### src/rtl/cpb_pkg.sv
/*
 * constants, states and cycle kinds for the local bus sequencer with
 * address pipelining and the two-cycle interrupt acknowledge.
 * assumes one clock at twice the processor clock rate; a bus state is two clocks.
 */
package cpb_pkg;
    localparam int ADDR_W = 23;                 // address pins, byte address bits 23..1
    localparam int DATA_W = 16;
    localparam int VEC_W = 8;
    localparam int CLK_PERIOD_PS = 25000;       // clk_sys at 40 MHz
    localparam int CLKS_PER_STATE = 2;          // one processor clock per bus state
    localparam int GAP_STATES = 4;              // idle states between acknowledges
    localparam logic [ADDR_W-1:0] ACK1_ADDR = 23'h000002; // byte address 4
    localparam logic [ADDR_W-1:0] ACK2_ADDR = 23'h000000; // byte address 0
    localparam logic ACK_WR = 1'b0;             // acknowledge cycle definition levels
    localparam logic ACK_DC = 1'b0;
    localparam logic ACK_MIO = 1'b0;
    localparam logic [2:0] GAP_LAST = 3'(GAP_STATES - 1);

    typedef enum logic [2:0] {
        ST_IDLE,
        ST_FIRST,
        ST_SECOND,
        ST_SECOND_WAITADDR,
        ST_PIPE_FIRST,
        ST_PIPE_SECOND
    } cpb_state_t;

    typedef enum logic [1:0] {
        KIND_NORMAL,
        KIND_ACK1,
        KIND_ACK2
    } cpb_kind_t;

    typedef enum logic [2:0] {
        IA_NONE,
        IA_ACK1_WAIT,
        IA_ACK1_RUN,
        IA_GAP,
        IA_ACK2_RUN
    } cpb_ia_t;
endpackage : cpb_pkg

### src/rtl/cpb_bus_seq.sv
/*
 * local bus sequencer: non-pipelined and pipelined address timing and the
 * locked pair of interrupt acknowledge cycles with the vector capture.
 * assumes an internal requester that holds req_valid with stable fields until
 * req_taken, and external decode logic that answers on ready_n.
 */
`timescale 1ns/1ps
module cpb_bus_seq #(
    parameter int ADDR_W = cpb_pkg::ADDR_W,
    parameter int DATA_W = cpb_pkg::DATA_W
) (
    // clock and reset
    input wire logic clk_sys,
    input wire logic reset_n,
    // internal bus request
    input wire logic req_valid,
    input wire logic [ADDR_W-1:0] req_addr,
    input wire logic req_hi_en_n,
    input wire logic req_lo_en_n,
    input wire logic req_wr,
    input wire logic req_dc,
    input wire logic req_mio,
    input wire logic req_lock,
    input wire logic [DATA_W-1:0] req_wdata,
    output logic req_taken,
    // read return
    output logic [DATA_W-1:0] rd_data,
    output logic rd_valid,
    // interrupt side
    input wire logic interrupt_request_input,
    input wire logic int_enable,
    output logic [cpb_pkg::VEC_W-1:0] int_vector,
    output logic int_vector_valid,
    // bus pins
    output logic address_strobe_n,
    output logic [ADDR_W-1:0] addr_out,
    output logic upper_byte_enable_n,
    output logic lower_byte_enable_n,
    output logic wr_out,
    output logic dc_out,
    output logic mio_out,
    output logic bus_lock_n,
    output logic [DATA_W-1:0] data_out,
    output logic data_oe,
    input wire logic [DATA_W-1:0] data_in,
    input wire logic ready_n,
    input wire logic next_address_request_n
);
    if (ADDR_W < 3 || DATA_W < cpb_pkg::VEC_W) begin : g_chk
        $error("cpb_bus_seq needs at least 3 address bits and 8 data bits");
    end

    localparam int SW = DATA_W + 3;

    logic ph1_end;
    logic state_end;
    logic [SW-1:0] pin_sync;
    logic ready_s_n;
    logic na_s_n;
    logic interrupt_request_input_s;
    logic [DATA_W-1:0] data_s;
    cpb_pkg::cpb_state_t st;
    cpb_pkg::cpb_state_t next_st;
    cpb_pkg::cpb_ia_t ia;
    cpb_pkg::cpb_kind_t cur_kind;
    cpb_pkg::cpb_kind_t nxt_kind;
    cpb_pkg::cpb_kind_t launch_kind;
    logic cur_wr;
    logic nxt_wr;
    logic [DATA_W-1:0] cur_wdata;
    logic [DATA_W-1:0] nxt_wdata;
    logic na_seen;
    logic drop_pending;
    logic [2:0] gap_cnt;

    // clock phases
    cpb_phase_gen u_phase (
        .clk_sys(clk_sys),
        .reset_n(reset_n),
        .ph1_end(ph1_end),
        .state_end(state_end)
    );

    // pin inputs through two flip-flops
    cpb_sync #(
        .WIDTH(SW)
    ) u_sync (
        .clk_sys(clk_sys),
        .reset_n(reset_n),
        .pin_in({ready_n, next_address_request_n, interrupt_request_input, data_in}),
        .sync_out(pin_sync),
        .reset_value({2'b11, 1'b0, {DATA_W{1'b0}}}) // ready and next-address idle high
    );

    assign ready_s_n = pin_sync[SW-1];
    assign na_s_n = pin_sync[SW-2];
    assign interrupt_request_input_s = pin_sync[SW-3];
    assign data_s = pin_sync[DATA_W-1:0];

    // request selection: acknowledges first, others held off during the sequence
    wire gap_done = (ia == cpb_pkg::IA_GAP) && (st == cpb_pkg::ST_IDLE) && (gap_cnt == cpb_pkg::GAP_LAST);
    wire ack1_want = (ia == cpb_pkg::IA_ACK1_WAIT);
    wire pending = ack1_want || gap_done || (req_valid && ia == cpb_pkg::IA_NONE);
    assign launch_kind = ack1_want ? cpb_pkg::KIND_ACK1 : (gap_done ? cpb_pkg::KIND_ACK2 : cpb_pkg::KIND_NORMAL);
    wire is_ack = (launch_kind != cpb_pkg::KIND_NORMAL);
    wire [ADDR_W-1:0] l_addr = ack1_want ? ADDR_W'(cpb_pkg::ACK1_ADDR) :
                               (gap_done ? ADDR_W'(cpb_pkg::ACK2_ADDR) : req_addr);
    wire l_hi_n = is_ack ? 1'b1 : req_hi_en_n;
    wire l_lo_n = is_ack ? 1'b0 : req_lo_en_n;
    wire l_wr = is_ack ? cpb_pkg::ACK_WR : req_wr;
    wire l_dc = is_ack ? cpb_pkg::ACK_DC : req_dc;
    wire l_mio = is_ack ? cpb_pkg::ACK_MIO : req_mio;

    // ready is looked at in the second state of a cycle and its waits
    wire in_second = (st == cpb_pkg::ST_SECOND) || (st == cpb_pkg::ST_SECOND_WAITADDR) ||
                     (st == cpb_pkg::ST_PIPE_SECOND);
    wire cur_ack = state_end && in_second && !ready_s_n;
    wire na_window = (st == cpb_pkg::ST_SECOND) || (st == cpb_pkg::ST_PIPE_FIRST);

    // next bus state
    always_comb begin
        next_st = st;
        case (st)
            cpb_pkg::ST_IDLE: begin
                next_st = pending ? cpb_pkg::ST_FIRST : cpb_pkg::ST_IDLE;
            end
            cpb_pkg::ST_FIRST: begin
                next_st = cpb_pkg::ST_SECOND;
            end
            cpb_pkg::ST_SECOND, cpb_pkg::ST_PIPE_FIRST: begin
                if (st == cpb_pkg::ST_SECOND && !ready_s_n) begin
                    next_st = pending ? cpb_pkg::ST_FIRST : cpb_pkg::ST_IDLE;
                end else if (na_seen) begin
                    next_st = pending ? cpb_pkg::ST_PIPE_SECOND : cpb_pkg::ST_SECOND_WAITADDR;
                end else begin
                    next_st = cpb_pkg::ST_SECOND;
                end
            end
            cpb_pkg::ST_SECOND_WAITADDR: begin
                if (!ready_s_n) begin
                    next_st = pending ? cpb_pkg::ST_FIRST : cpb_pkg::ST_IDLE;
                end else if (pending) begin
                    next_st = cpb_pkg::ST_PIPE_SECOND;
                end
            end
            cpb_pkg::ST_PIPE_SECOND: begin
                if (!ready_s_n) begin
                    next_st = cpb_pkg::ST_PIPE_FIRST;
                end
            end
            default: begin
                next_st = cpb_pkg::ST_IDLE;
            end
        endcase
    end

    // a new address goes out only when entering first or pipelined second state
    wire launch = state_end && (next_st == cpb_pkg::ST_FIRST ||
                  (next_st == cpb_pkg::ST_PIPE_SECOND && st != cpb_pkg::ST_PIPE_SECOND));
    wire launch_pipe = launch && (next_st == cpb_pkg::ST_PIPE_SECOND);
    wire launch_direct = launch && (next_st == cpb_pkg::ST_FIRST);

    // bus state register
    always_ff @(posedge clk_sys) begin
        if (!reset_n) begin
            st <= cpb_pkg::ST_IDLE;
        end else if (state_end) begin
            st <= next_st;
        end
    end

    // next-address sampling at the end of phase one, first active sample sticks
    always_ff @(posedge clk_sys) begin
        if (!reset_n) begin
            na_seen <= 1'b0;
        end else if (ph1_end && na_window && !na_s_n) begin
            na_seen <= 1'b1;
        end else if (state_end && next_st != cpb_pkg::ST_SECOND && next_st != cpb_pkg::ST_SECOND_WAITADDR &&
                     next_st != cpb_pkg::ST_PIPE_SECOND) begin
            na_seen <= 1'b0;
        end
    end

    // address, definition and strobe pins
    always_ff @(posedge clk_sys) begin
        if (!reset_n) begin
            address_strobe_n <= 1'b1;
            addr_out <= '0;
            upper_byte_enable_n <= 1'b1;
            lower_byte_enable_n <= 1'b1;
            wr_out <= 1'b0;
            dc_out <= 1'b0;
            mio_out <= 1'b0;
        end else if (state_end) begin
            address_strobe_n <= !launch;
            if (launch) begin
                addr_out <= l_addr;
                upper_byte_enable_n <= l_hi_n;
                lower_byte_enable_n <= l_lo_n;
                wr_out <= l_wr;
                dc_out <= l_dc;
                mio_out <= l_mio;
            end
        end
    end

    // bus lock across both acknowledges and the gap
    always_ff @(posedge clk_sys) begin
        if (!reset_n) begin
            bus_lock_n <= 1'b1;
        end else if (launch) begin
            bus_lock_n <= !(is_ack || req_lock);
        end else if (cur_ack && cur_kind == cpb_pkg::KIND_ACK2) begin
            bus_lock_n <= 1'b1;
        end
    end

    // current and pipelined cycle bookkeeping
    always_ff @(posedge clk_sys) begin
        if (!reset_n) begin
            cur_kind <= cpb_pkg::KIND_NORMAL;
            nxt_kind <= cpb_pkg::KIND_NORMAL;
            cur_wr <= 1'b0;
            nxt_wr <= 1'b0;
            cur_wdata <= '0;
            nxt_wdata <= '0;
        end else begin
            if (launch_direct) begin
                cur_kind <= launch_kind;
                cur_wr <= l_wr;
                cur_wdata <= req_wdata;
            end else if (cur_ack && st == cpb_pkg::ST_PIPE_SECOND) begin
                cur_kind <= nxt_kind;
                cur_wr <= nxt_wr;
                cur_wdata <= nxt_wdata;
            end
            if (launch_pipe) begin
                nxt_kind <= launch_kind;
                nxt_wr <= l_wr;
                nxt_wdata <= req_wdata;
            end
        end
    end

    // write data: driven from phase two of the first state to phase one after ready
    wire first_like = (st == cpb_pkg::ST_FIRST) || (st == cpb_pkg::ST_PIPE_FIRST);
    always_ff @(posedge clk_sys) begin
        if (!reset_n) begin
            data_oe <= 1'b0;
            data_out <= '0;
            drop_pending <= 1'b0;
        end else begin
            if (cur_ack && cur_wr) begin
                drop_pending <= 1'b1;
            end else if (ph1_end) begin
                drop_pending <= 1'b0;
            end
            if (ph1_end && first_like && cur_wr && cur_kind == cpb_pkg::KIND_NORMAL) begin
                data_oe <= 1'b1;
                data_out <= cur_wdata;
            end else if (ph1_end && drop_pending) begin
                data_oe <= 1'b0;
            end
        end
    end

    // read data and vector capture at the acknowledge
    always_ff @(posedge clk_sys) begin
        if (!reset_n) begin
            rd_data <= '0;
            rd_valid <= 1'b0;
            int_vector <= '0;
            int_vector_valid <= 1'b0;
            req_taken <= 1'b0;
        end else begin
            rd_valid <= cur_ack && !cur_wr && cur_kind == cpb_pkg::KIND_NORMAL;
            int_vector_valid <= cur_ack && cur_kind == cpb_pkg::KIND_ACK2;
            req_taken <= launch && launch_kind == cpb_pkg::KIND_NORMAL;
            if (cur_ack && !cur_wr && cur_kind == cpb_pkg::KIND_NORMAL) begin
                rd_data <= data_s;
            end
            if (cur_ack && cur_kind == cpb_pkg::KIND_ACK2) begin
                int_vector <= data_s[cpb_pkg::VEC_W-1:0];
            end
        end
    end

    // interrupt acknowledge sequence
    always_ff @(posedge clk_sys) begin
        if (!reset_n) begin
            ia <= cpb_pkg::IA_NONE;
            gap_cnt <= '0;
        end else begin
            case (ia)
                cpb_pkg::IA_NONE: begin
                    if (interrupt_request_input_s && int_enable) begin
                        ia <= cpb_pkg::IA_ACK1_WAIT;
                    end
                end
                cpb_pkg::IA_ACK1_WAIT: begin
                    if (launch) begin
                        ia <= cpb_pkg::IA_ACK1_RUN;
                    end
                end
                cpb_pkg::IA_ACK1_RUN: begin
                    if (cur_ack && cur_kind == cpb_pkg::KIND_ACK1) begin
                        ia <= cpb_pkg::IA_GAP;
                        gap_cnt <= '0;
                    end
                end
                cpb_pkg::IA_GAP: begin
                    if (launch) begin
                        ia <= cpb_pkg::IA_ACK2_RUN;
                    end else if (state_end && st == cpb_pkg::ST_IDLE) begin
                        gap_cnt <= gap_cnt + 3'h1;
                    end
                end
                cpb_pkg::IA_ACK2_RUN: begin
                    if (cur_ack && cur_kind == cpb_pkg::KIND_ACK2) begin
                        ia <= cpb_pkg::IA_NONE;
                    end
                end
                default: begin
                    ia <= cpb_pkg::IA_NONE;
                end
            endcase
        end
    end
endmodule : cpb_bus_seq

### src/rtl/cpb_sync.sv
/*
 * two flip-flop synchroniser for a group of pin inputs.
 * assumes the pins are asynchronous to clk_sys and tolerate two clocks of delay.
 */
`timescale 1ns/1ps
module cpb_sync #(
    parameter int WIDTH = 1
) (
    // clock and reset
    input wire logic clk_sys,
    input wire logic reset_n,
    // pins in, synchronised out
    input wire logic [WIDTH-1:0] pin_in,
    output logic [WIDTH-1:0] sync_out,
    input wire logic [WIDTH-1:0] reset_value
);
    logic [WIDTH-1:0] stage1;

    if (WIDTH < 1) begin : g_chk
        $error("cpb_sync width must be at least one");
    end

    // first stage feeds the second only
    always_ff @(posedge clk_sys) begin
        if (!reset_n) begin
            stage1 <= reset_value;
            sync_out <= reset_value;
        end else begin
            stage1 <= pin_in;
            sync_out <= stage1;
        end
    end
endmodule : cpb_sync

### src/rtl/cpb_phase_gen.sv
/*
 * divides clk_sys into processor clock phases: one pulse at the end of
 * phase one and one at the end of the bus state.
 * assumes the phase is defined by the release of reset.
 */
`timescale 1ns/1ps
module cpb_phase_gen (
    // clock and reset
    input wire logic clk_sys,
    input wire logic reset_n,
    // phase enables
    output logic ph1_end,
    output logic state_end
);
    logic phase;

    // phase low is phase one, high is phase two
    always_ff @(posedge clk_sys) begin
        if (!reset_n) begin
            phase <= 1'b0;
        end else begin
            phase <= ~phase;
        end
    end

    assign ph1_end = ~phase;
    assign state_end = phase;
endmodule : cpb_phase_gen

### config.mk
export PLATFORM = sky130hd
export DESIGN_NAME = cpb_bus_seq
export DESIGN_NICKNAME = d
export VERILOG_FILES = /design/src/rtl/cpb_pkg.sv /design/src/rtl/cpb_bus_seq.sv /design/src/rtl/cpb_sync.sv /design/src/rtl/cpb_phase_gen.sv
export SDC_FILE = /design/constraint.sdc
export NUM_CORES = 1
export LEC_CHECK = 0
export BUFFER_PORTS_ARGS = -buffer_cell sky130_fd_sc_hd__buf_2
export CORE_MARGIN = 2
export CORE_UTILIZATION = 54
export CTS_BUF_LIST = sky130_fd_sc_hd__clkbuf_16
export DETAILED_ROUTE_END_ITERATION = 8
export PLACE_DENSITY_LB_ADDON = 0.25
export SLEW_MARGIN = 20
export SYNTH_ARGS = -nofsm -noshare
export SYNTH_HDL_FRONTEND = slang
export SYNTH_HIERARCHICAL = 1
export SYNTH_SLANG_ARGS = --single-unit
### constraint.sdc
create_clock -name clk_sys -period 2.45 [get_ports clk_sys]
set_clock_uncertainty 0.05 [all_clocks]
set_input_delay 0.245 -clock clk_sys [delete_from_list [all_inputs] [get_ports clk_sys]]
set_output_delay 0.245 -clock clk_sys [all_outputs]
set_load 0.05 [all_outputs]
==> metrics.md <==
| Metric | Value |
|---|---|
| Die X | 115 microns |
| Worst Path Required | 2750 ps |
| Starting Density | 55.4% |
| Register Area | 0.00324 sq mm |
| DR WL/cell | 15.4 microns |
| Die ar. | 0.0132 sq mm |
| Crit-path max FO | 14 |
| PwrDens | 715 mW/mm^2 |
| Final hold viol count | 0 |
| Worst Tran Pin Value | 544 ps |
| CTS root buffer | clkbuf_16 |
| Max clock buf depth | 2 |
| Synthesized area per cell | 10.3 sq um |
| Mapped cell area | 0.00665 sq mm |
| Yosys reg bits | 162 |
| Worst Setup End Kind | flip-flop |
| Congestion Overflow GR | 0 |
| Logic gate share of total power | 12.5% |
| Setup Viol. Count Final | 0 |
| Detailed Place HPWL | 9.86 mm |
| Switching Share | 25.5% |
| Place WS | 21.9 ps |
| Vias in the first global route | 5352 |
| Clock slew at reported path FFs | 60 ps |
| Top cells by area, synth | dfxtp_1, mux2i_1, mux2_4 |
| Slew Limit Fails | 0 |
| Overall power | 6120 uW |
| Total of max-cap violations | 0 |
| GP Congestion | 0.803 |
| Total number of vias | 5427 |
| Share of post-route cells with drive strength above 1 | 30.0% |
| DR vias/cell | 5.45 |
| Yosys warnings | 6 |
| Most frequent cell after synthesis | dfxtp_1 |
| Max-slew headroom | 63.6% |
| GR Util All Layers | 23.1% |
| Startpoint types | flip-flop |
| Post-synth top cells | dfxtp_1, mux2i_1, nor2b_1 |
| N_diodes | 0 |
| Leak | 0.00360 uW |
| HP Class | in -> reg |
| H-tree lvl count | 4 |
| CTS tree | yes |
| Area delta synth->final | 28.6% |
| Remaining DRCs | 0 |
| Area of the multi-input gates | 0.00333 sq mm |
| ANT nets after route | 0 |
| Drt total wl | 15.4 mm |
| Core footprint | 0.0120 sq mm |
| Rows | 40 |
| Internal power | 4550 uW |
| Nets | 906 |
| EDFF count, synth | 0 |
| Post-Synthesis Cells | 645 |
| Synth area leader | dfxtp_1 |
| TritonRoute pass-1 iters | 4 |
| Largest net degree at the start of global routing | 72 |
| Final Core Density | 71.2% |
| Final period utilization | 95.2% |
| Post-synth top area share | 48.7% |
| Cts bufs inserted | 17 |
| Initial antenna violation count | 0 |
| Min Tclk post-route | 2330 ps |
| Worst VDD drop | 0.435 mV |
| Netlist cell types | 58 |
| Ys flop type | dfxtp_1 |
| Fraction of registers with async set/reset | 0% |
| DRT iter0 DRCs | 338 |
| Critical path class | reg -> reg |
| Fill cell count | 932 |
| Status | finished, final reports clean |
| Sequential share of the synthesized area | 48.7% |
| PortBufs | 141 |
| Unrepaired setup endpoints after global routing | false |
| Setup WS post-layout | 118 ps |
| CTS sink cnt | 162 |
| Max Clk Rate | 0.429 GHz |
| Skew-Pair Late Insertion Delay | 430 ps |
| Die Span Y | 115 microns |
| First-pass GRT wire length | 24.4 mm |
| Sequential share of power | 46.1% |
| Switch Pwr | 1560 uW |
| Arrival @ worst endpoint | 2630 ps |
| WHS | 14.5 ps |
| Clock power frac | 41.3% |
| # IOs | 142 |
| Setup TNS | 0 ps |
## kinds of logic (layout without fill, tap and decap cells)
group                    count (synthesis)  in the layout  share of synthesized area, %
XOR/XNOR                                 2              2                         0.263
other                                    2             38                         0.113
buffers and inverters                   64            232                          4.50
flip-flops                             162            162                          48.7
AO/OA/AOI/OAI                          142            142                          14.6
adder cells (fa/ha/maj)                  2              2                         0.376
AND/OR/NAND/NOR                        171            171                          14.5
multiplexers                           100            100                          16.9
## path summary, 6_finish.rpt
path	from	end	slack, ps	cells after the start
max	gap_cnt[0]	cur_wdata[1]	120	8
min	req_lock	bus_lock_n	10	2
max reg2reg	gap_cnt[0]	cur_wdata[1]	120	8
min reg2reg	nxt_kind[1]	nxt_kind[1]	380	2
## critical path: stages, from the launching register on
cell and delay [ps]:
dfxtp_1 360, ha_1 170, ha_2 200, inv_1 70, o32a_1 370, a211o_1 300
or3_4 380, buf_4 210, a21oi_1 150
## registers in the layout, summed over array words and instances (netlist names), 2 cells and up
register,count
data_out,16
cur_kind,2
nxt_kind,2
addr_out,23
cur_wdata,16
st,3
u_sync/sync_out,19
nxt_wdata,16
ia,3
u_sync/stage1,19
gap_cnt,3
rd_data,16
int_vector,8
## through the flow
| step | cells | area, sq um |
|---|---|---|
| after floorplan | 681 | 6790 |
| after global placement | 944 | 7740 |
| after detailed placement | 944 | 7740 |
| after CTS | 994 | 8490 |
| after global routing | 996 | 8560 |
| final | 996 | 8560 |
## metal layers
layer | share of wire (%) | vias to the layer above | GRT usage, %
li1 | - | 2655 | -
met1 | 43 | 2587 | 27.3
met2 | 51 | 155 | 40.3
met3 | 4.8 | 30 | 5.32
met4 | 1.9 | 0 | 10.0
met5 | 0 | - | 0
## layout make-up
type	instances	area share, %
inverter	8	0.351
clock buffer	17	4.97
timing repair buffer	192	14.0
tap	147	2.15
clock inverter	15	1.68
multi-input combinational	455	38.9
sequential	162	37.9
## repair_timing
action | in CTS | in global routing
hold endpoints to repair | 18 | 1
endpoints found under the setup margin | 0 | 63
buffers inserted | 0 | 0
gates resized for setup | 0 | 8
hold buffers | 18 | 1
## power groups by stage
stage / combinational, uW / sequential, uW / clock, uW
after floorplan: 396 / 2970 / 0
after global placement: 705 / 2870 / 0
after detailed placement: 726 / 2880 / 0
after CTS: 751 / 2820 / 2570
after global routing: 826 / 2830 / 2680
final: 767 / 2820 / 2530
## cell usage in the layout (no fill, tap or decap), drive strengths merged, types with 3 or more instances in the layout
master / netlist / routed
a31oi: 3 / 3
clkinvlp: 0 / 3
dfxtp: 162 / 162
nand4: 29 / 29
nor3b: 3 / 3
o22ai: 3 / 3
mux2i: 62 / 62
a21oi: 22 / 22
inv: 8 / 10
clkbuf: 35 / 18
nand3: 6 / 6
nor4bb: 3 / 3
o21ai: 33 / 33
a21boi: 43 / 43
nand2b: 4 / 4
dlygate4sd3: 0 / 19
nor4: 4 / 4
and2: 6 / 6
mux2: 38 / 38
or2: 6 / 6
buf: 21 / 172
o41ai: 17 / 17
nor2b: 47 / 47
conb: 2 / 38
nor2: 9 / 9
clkinv: 0 / 8
nand2: 46 / 46
Power figures use the tool's default switching activity.
